$ cat src/hdl/iil_pkg.sv
package iil_pkg;
	localparam logic [7:0] IIL_CMD_READ_IDENTITY = 8'h03;
	localparam logic [7:0] IIL_SEL_VENDOR = 8'h01;
	localparam logic [7:0] IIL_SEL_DEVICE = 8'h02;
	localparam logic [7:0] IIL_SEL_DEV_VERSION = 8'h03;
	localparam logic [7:0] IIL_SEL_DESC_FILE = 8'h04;
	localparam logic [7:0] IIL_SEL_EXT_ADDR = 8'h05;
	localparam logic [7:0] IIL_ALARM_NONE = 8'h00;
	localparam logic [7:0] IIL_ALARM_BAD_PARAM = 8'h09;
	localparam logic [7:0] IIL_RST_BYTE = 8'h00;
	localparam logic [15:0] IIL_RST_SIZE = 16'h0000;
	localparam logic [31:0] IIL_DEV_VERSION_VALUE = 32'h00000000;
	localparam logic [31:0] IIL_EXT_ADDR_VALUE = 32'h00000001;
	localparam int IIL_ITEM_BYTES = 4;
	localparam int IIL_RESP_BYTES = 24;
	localparam int IIL_DESC_REV_LSB = 0;
	localparam int IIL_DESC_MINOR_LSB = 8;
	localparam int IIL_DESC_MAJOR_LSB = 12;
	localparam int IIL_DESC_RSVD_LSB = 16;
endpackage : iil_pkg

$ cat src/hdl/iil_item_rom.sv
`timescale 1ns/1ps
module iil_item_rom
	import iil_pkg::*;
#(
	parameter logic [31:0] VENDOR_CODE = 32'h0000_1234, // arbitrary value
	parameter logic [31:0] DEVICE_CODE = 32'h0000_5678, // arbitrary value
	parameter logic [3:0] DESC_MAJOR = 4'h1,
	parameter logic [3:0] DESC_MINOR = 4'h0,
	parameter logic [7:0] DESC_REVISION = 8'h00
) (
	input wire logic [7:0] sel,
	output logic [31:0] item,
	output logic known
);
	// Reserved upper half of the file version reads as zero
	wire [31:0] desc_word = {16'h0000, DESC_MAJOR, DESC_MINOR,
		DESC_REVISION};

	always_comb begin
		item = 32'h0000_0000;
		known = 1'b1;
		unique case (sel)
			IIL_SEL_VENDOR: item = VENDOR_CODE;
			IIL_SEL_DEVICE: item = DEVICE_CODE;
			IIL_SEL_DEV_VERSION: item = IIL_DEV_VERSION_VALUE;
			IIL_SEL_DESC_FILE: item = desc_word;
			IIL_SEL_EXT_ADDR: item = IIL_EXT_ADDR_VALUE;
			default: known = 1'b0;
		endcase
	end
endmodule : iil_item_rom

$ cat src/hdl/iil_lookup.sv
`timescale 1ns/1ps
module iil_lookup
	import iil_pkg::*;
#(
	parameter logic [31:0] VENDOR_CODE = 32'h0000_1234, // arbitrary value
	parameter logic [31:0] DEVICE_CODE = 32'h0000_5678, // arbitrary value
	parameter logic [3:0] DESC_MAJOR = 4'h1,
	parameter logic [3:0] DESC_MINOR = 4'h0,
	parameter logic [7:0] DESC_REVISION = 8'h00
) (
	input wire logic CLK_SYS,
	input wire logic RST,
	input wire logic CMD_VALID,
	input wire logic [7:0] CMD_CODE,
	input wire logic [7:0] ITEM_SELECTOR,
	input wire logic [7:0] READ_OFFSET,
	input wire logic [15:0] READ_SIZE,
	output logic RSP_VALID,
	output logic [7:0] RSP_CODE,
	output logic [7:0] RSP_SELECTOR,
	output logic [7:0] RSP_OFFSET,
	output logic [15:0] RSP_SIZE,
	output logic [8*IIL_RESP_BYTES-1:0] RSP_DATA,
	output logic [7:0] COMMAND_ALARM_CODE
);
	localparam int ITEM_BITS = 8 * IIL_ITEM_BYTES;
	localparam int PAD_BITS = 8 * IIL_RESP_BYTES - ITEM_BITS;

	logic [ITEM_BITS-1:0] item;
	logic known;

	// Offset must name a byte inside the item
	function automatic logic f_offset_ok(input logic [7:0] offset);
		f_offset_ok = offset < 8'(IIL_ITEM_BYTES);
	endfunction : f_offset_ok

	// One bit wider than the wider operand, so the sum never wraps
	function automatic logic [16:0] f_span(input logic [7:0] offset,
		input logic [15:0] size);
		f_span = {9'h000, offset} + {1'b0, size};
	endfunction : f_span

	function automatic logic f_size_zero(input logic [15:0] size);
		f_size_zero = size == 16'h0000;
	endfunction : f_size_zero

	// A read may end on the last byte but not beyond it
	function automatic logic f_size_over(input logic [7:0] offset,
		input logic [15:0] size);
		f_size_over = f_span(offset, size) > 17'(IIL_ITEM_BYTES);
	endfunction : f_size_over

	// Item byte at offset plus lane, or zero once the size is used up
	function automatic logic [7:0] f_lane(
		input logic [ITEM_BITS-1:0] word,
		input logic [7:0] offset,
		input logic [15:0] size,
		input logic [1:0] lane);
		logic [2:0] src;
		logic in_item;
		logic in_size;
		logic [7:0] pick;
		src = {1'b0, offset[1:0]} + {1'b0, lane};
		in_item = src < 3'(IIL_ITEM_BYTES);
		in_size = size > {14'h0000, lane};
		pick = 8'h00;
		if (in_item && in_size) begin
			pick = word[8*src[1:0] +: 8];
		end
		f_lane = pick;
	endfunction : f_lane

	iil_item_rom #(
		.VENDOR_CODE(VENDOR_CODE),
		.DEVICE_CODE(DEVICE_CODE),
		.DESC_MAJOR(DESC_MAJOR),
		.DESC_MINOR(DESC_MINOR),
		.DESC_REVISION(DESC_REVISION)
	) iil_item_rom_i (
		.sel(ITEM_SELECTOR),
		.item(item),
		.known(known)
	);

	// Other codes belong to other handlers and leave every output but RSP_VALID alone
	wire code_match = CMD_CODE == IIL_CMD_READ_IDENTITY;
	wire is_read = CMD_VALID && code_match;

	// Refusal reasons kept apart; any one of them raises the alarm
	wire sel_bad = !known;
	wire offset_bad = !f_offset_ok(READ_OFFSET);
	wire size_zero = f_size_zero(READ_SIZE);
	wire size_over = f_size_over(READ_OFFSET, READ_SIZE);
	wire good = !(sel_bad || offset_bad || size_zero || size_over);

	// Lanes picked one at a time so a short read never leaks upper bytes
	wire [7:0] lane0 = f_lane(item, READ_OFFSET, READ_SIZE, 2'h0);
	wire [7:0] lane1 = f_lane(item, READ_OFFSET, READ_SIZE, 2'h1);
	wire [7:0] lane2 = f_lane(item, READ_OFFSET, READ_SIZE, 2'h2);
	wire [7:0] lane3 = f_lane(item, READ_OFFSET, READ_SIZE, 2'h3);
	wire [ITEM_BITS-1:0] picked = {lane3, lane2, lane1, lane0};

	// Refused reads answer zero data rather than a partial item
	wire [ITEM_BITS-1:0] next_item = good ? picked : '0;
	wire [7:0] next_alarm_value = good ? IIL_ALARM_NONE :
		IIL_ALARM_BAD_PARAM;

	// Echoes, data and alarm hold until the next read, good or refused
	wire next_valid = is_read;
	wire [7:0] next_code = is_read ? CMD_CODE : RSP_CODE;
	wire [7:0] next_selector = is_read ? ITEM_SELECTOR :
		RSP_SELECTOR;
	wire [7:0] next_offset = is_read ? READ_OFFSET : RSP_OFFSET;
	wire [15:0] next_size = is_read ? READ_SIZE : RSP_SIZE;
	wire [8*IIL_RESP_BYTES-1:0] next_data = is_read ?
		{{PAD_BITS{1'b0}}, next_item} : RSP_DATA;
	wire [7:0] next_alarm = is_read ? next_alarm_value :
		COMMAND_ALARM_CODE;

	// Strobe lasts one cycle per read, good or refused
	always_ff @(posedge CLK_SYS or posedge RST) begin
		if (RST) begin
			RSP_VALID <= 1'b0;
		end else begin
			RSP_VALID <= next_valid;
		end
	end

	always_ff @(posedge CLK_SYS or posedge RST) begin
		if (RST) begin
			RSP_CODE <= IIL_RST_BYTE;
		end else begin
			RSP_CODE <= next_code;
		end
	end

	always_ff @(posedge CLK_SYS or posedge RST) begin
		if (RST) begin
			RSP_SELECTOR <= IIL_RST_BYTE;
		end else begin
			RSP_SELECTOR <= next_selector;
		end
	end

	always_ff @(posedge CLK_SYS or posedge RST) begin
		if (RST) begin
			RSP_OFFSET <= IIL_RST_BYTE;
		end else begin
			RSP_OFFSET <= next_offset;
		end
	end

	always_ff @(posedge CLK_SYS or posedge RST) begin
		if (RST) begin
			RSP_SIZE <= IIL_RST_SIZE;
		end else begin
			RSP_SIZE <= next_size;
		end
	end

	// Upper response bytes stay zero; the item sits in the low word
	always_ff @(posedge CLK_SYS or posedge RST) begin
		if (RST) begin
			RSP_DATA <= '0;
		end else begin
			RSP_DATA <= next_data;
		end
	end

	// Not sticky: a good read clears an earlier alarm
	always_ff @(posedge CLK_SYS or posedge RST) begin
		if (RST) begin
			COMMAND_ALARM_CODE <= IIL_ALARM_NONE;
		end else begin
			COMMAND_ALARM_CODE <= next_alarm;
		end
	end
endmodule : iil_lookup

$ cat config.mk
export PLATFORM = sky130hd
export DESIGN_NAME = iil_lookup
export DESIGN_NICKNAME = d
export VERILOG_FILES = /design/src/hdl/iil_pkg.sv /design/src/hdl/iil_item_rom.sv /design/src/hdl/iil_lookup.sv
export SDC_FILE = /design/constraint.sdc
export NUM_CORES = 1
export LEC_CHECK = 0
export ABC_AREA = 1
export BUFFER_PORTS_ARGS = -buffer_cell sky130_fd_sc_hd__buf_2
export CAP_MARGIN = 0
export CORE_MARGIN = 2
export CORE_UTILIZATION = 25
export CTS_BUF_LIST = sky130_fd_sc_hd__clkbuf_4 sky130_fd_sc_hd__clkbuf_8
export DETAILED_ROUTE_END_ITERATION = 6
export GPL_ROUTABILITY_DRIVEN = 0
export PLACE_DENSITY = 0.59
export SETUP_SLACK_MARGIN = 0.1
export SLEW_MARGIN = 10
export SYNTH_ARGS = -nofsm -noshare
export SYNTH_HDL_FRONTEND = slang
export SYNTH_SLANG_ARGS = --single-unit
$ cat constraint.sdc
create_clock -name CLK_SYS -period 4.1 [get_ports CLK_SYS]
set_input_delay 0.82 -clock CLK_SYS [delete_from_list [all_inputs] [get_ports CLK_SYS]]
set_output_delay 0.82 -clock CLK_SYS [all_outputs]
set_load 0.02 [all_outputs]
==> summary.txt <==
Power and ir drop
  – VDD IR max: 0.000117 V
  – Pwr dens: approximately 300 nW/µm²
  – P_leak: about 3.3 nW

Floorplan
  – Die extent in x: between 100 and 150 µm
  – I/O pins: 284
  – DIE AREA: about 22,000 µm²
  – Row count: 52
  – Core area: ~20,000 µm²
  – Die Y: roughly 150 µm
  – Initial cell density of the core: 25.5%

STA
  – Final setup viols: 0
  – Max Slew Vio Count: 0
  – Relative max-transition margin: about a third
  – Worst-margin pin slew: just under 1 ns
  – Final period util: a little over two thirds
  – Fin Hold WS: ~0.47 ns
  – Final worst slack: about 1.2 ns
  – Final Critical Period: between 2 and 3 ns
  – Fmax: 346 MHz
  – Fin Setup TNS: 0 ns
  – Final hold vios: 0
  – RSZ-0062 raised after global routing: false
  – Worst clock skew: 0 ns

Routing
  – Via density: ~3.8
  – TritonRoute pass-1 iters: 4
  – Post-route ant nets: 0
  – Avg WL per Cell: roughly 12 µm
  – Remaining DRCs: 0
  – Total vias in the final route: around 4,200
  – Final WL: between 10 and 15 mm
  – Initial DRC count: ~190

Place
  – Dpl ws: 0.844 ns
  – I/O Buffers: about 110
  – HPWL after detailed placement: 9.98 mm

Yosys
  – Synth warnings: 0
  – Main synth FF type: dfrtp_1
  – FF+latch count, synth: 70
  – Cell with the most instances after synthesis: nand2_1
  – Top post-synthesis cells by area: dfrtp_1, buf_4, nand2_1
  – Number of synthesized flops with an enable pin: 0
  – Synth Instances: approximately 700
  – Post-Synthesis Cell Area: 5160 µm²
  – Post-synth top area cell: dfrtp_1
  – Share of the synthesized area in the top cell type: between 30 and 40%
  – Yosys cell types: 33
  – Avg Inst Size Synth: about 7.3 µm²
  – Most frequent cells after synthesis: nand2_1, buf_4, dfrtp_1, inv_1, nor2_1
  – Sequential share of the synthesized area: roughly 34%
  – Ys async rst share: 100%

Clock network
  – Cts repair resizes: 0
  – Hold_buf cts: 0
  – Sink Count: 70
  – Maximum root-to-sink buffer count: 2
  – Root Buffer: clkbuf_8
  – Reg clk slew, reported paths: around 0.08 ns
  – H-tree levels: 3
  – TritonCTS clock tree: yes
  – TritonCTS Buffers: 9
  – Setup Fix Bufs, Post-CTS: 0
  – Worst-Skew Late Latency: approximately 0.34 ns

Worst setup path
  – Crit-path max FO: 11
  – Critical path type: primary input to flip-flop
  – CP peak stage delay: about 0.41 ns
  – CP Cell Sequence: buf_2 -> ha_1 -> fa_1 -> nand2_2 -> nand2_1 -> nand3_1 -> nand2_1 -> nand2_1 -> nand2_1 -> nand2_1 -> nand2_1 -> nor2_1 -> nand2_1 -> nor2_4 -> nand2_2 -> o21ai_0
  – Launch point of the worst reg-to-reg path: COMMAND_ALARM_CODE[0]$_DFFE_PP0P_
  – Most frequent CP cell: nand2_1
  – Worst path slowest cell: fa_1
  – R2r setup slk: 3.20 ns
  – Critical Path Source Type: primary input
  – Crit-path leading delay family: simple AND/OR/NAND/NOR gates
  – FF-to-FF End: COMMAND_ALARM_CODE[0]$_DFFE_PP0P_
  – Crit path DAT: between 3 and 4 ns
  – R2R depth: 3
  – Sum of buffers and inverters on the critical path: 1
  – Worst setup EP type: flip-flop
  – CP required: ~4.4 ns

Global route
  – Total Routing Usage GR: 11.2%
  – First-pass GRT wire length: 19.2 mm
  – Initial antenna violation count: 5
  – Number of global-route vias before repair: 3,722
  – Largest net degree at the start of global routing: 69
  – GRT overflow: 0

Worst hold path
  – Worst hold path startpoint: RSP_CODE[1]$_DFFE_PP0P_
  – Worst hold stages: 1
  – Worst hold endpoint: RSP_CODE[1]$_DFFE_PP0P_
  – Hold Path Class: flip-flop to flip-flop

Finish
  – Area growth from synthesis to layout: 7.99%
  – Total Nets Final: 870
  – Share of post-route cells with drive strength above 1: about 19%

Job
  – Total of max-cap violations: 0

Status
  – Status: finished, final reports clean
per-layer routing:
| metal | global-route usage, % | share of wire (%) | vias up |
|---|---|---|---|
| met1 | 13.3 | 41 | 1888 |
| met3 | 3.70 | 9.1 | 17 |
| met2 | 19.2 | 49 | 177 |
| li1 | - | - | 2070 |
| met4 | 3.65 | 1.2 | 6 |
| met5 | 0 | 0.30 | - |
registers in the layout (all words and copies together), names as in the netlist:
name / cells
COMMAND_ALARM_CODE: 1
RSP_CODE: 8
RSP_DATA: 28
RSP_OFFSET: 8
RSP_SELECTOR: 8
RSP_SIZE: 16
RSP_VALID: 1
layout by cell type, fill, tap and decap left out, types with 2 or more instances in the layout:
cell type,instances
dfrtp_1,70
conb_1,170
clkbuf_8,11
ha_1,10
inv_1,65
clkinvlp_4,2
buf_4,3
buf_2,113
nor4_1,4
nand4_1,12
nand3_1,36
o21ai_2,10
and2_1,2
a21oi_1,2
nor2_4,2
o211ai_1,2
nand2_2,3
nand2_1,190
nor2_1,61
or2_2,4
diode_2,2
o21ai_0,22
nor3_1,11
logic make-up (layout without fill, tap and decap cells):
| logic type | Yosys count | after routing | synth area share [%] |
|---|---|---|---|
| AO/OA/AOI/OAI | 39 | 39 | 4.94 |
| flip-flops | 70 | 70 | 33.9 |
| XOR/XNOR | 1 | 1 | 0.315 |
| buffers and inverters | 250 | 198 | 30.7 |
| adder cells (fa/ha/maj) | 11 | 11 | 2.81 |
| other | 1 | 172 | 0.0726 |
| AND/OR/NAND/NOR | 331 | 331 | 27.2 |
stage by stage:
| step | total power [mW] | area [µm²] | std cells | utilization (%) |
|---|---|---|---|---|
| 6_report | 1.67 | 5580 | 1092 | 27.6 |
| 3_5_place_dp | 1.16 | 5390 | 1075 | 26.7 |
| 4_1_cts | 1.70 | 5570 | 1090 | 27.5 |
| 5_1_grt | 1.78 | 5580 | 1091 | 27.6 |
| 3_3_place_gp | 1.15 | 5390 | 1075 | 26.7 |
| 2_1_floorplan | 1.18 | 5800 | 872 | - |
worst max path at each step:
stage               cells after the start                       end      startpoint  slack, ns
floorplan                              16  RSP_DATA[10]$_DFFE_PP0P_  READ_OFFSET[0]       1.37
global placement                       16  RSP_DATA[29]$_DFFE_PP0P_  READ_OFFSET[0]       0.92
detailed placement                     16  RSP_DATA[29]$_DFFE_PP0P_  READ_OFFSET[0]       0.84
CTS                                    16  RSP_DATA[29]$_DFFE_PP0P_  READ_OFFSET[0]       1.21
global route                           16  RSP_DATA[29]$_DFFE_PP0P_  READ_OFFSET[0]       0.98
finish                                 16  RSP_DATA[29]$_DFFE_PP0P_  READ_OFFSET[0]       1.21
area by class of cell:
type                    count  area [µm²]
diodes                      2        5.00
clock buffers              12         159
clock inverters             3        20.0
fillers                  2273       14700
inverters                  67         251
multi-input cells         552        2460
flip-flops and latches     70        1750
well taps                 270         338
repair buffers            116         588
power breakdown:
part | internal, mW | total, mW | switching [mW]
combinational | 0.0908 | 0.411 | 0.320
sequential | 0.718 | 0.731 | 0.0134
clock | 0.256 | 0.532 | 0.277
total | 1.06 | 1.67 | 0.611
Power figures use the tool's default switching activity.
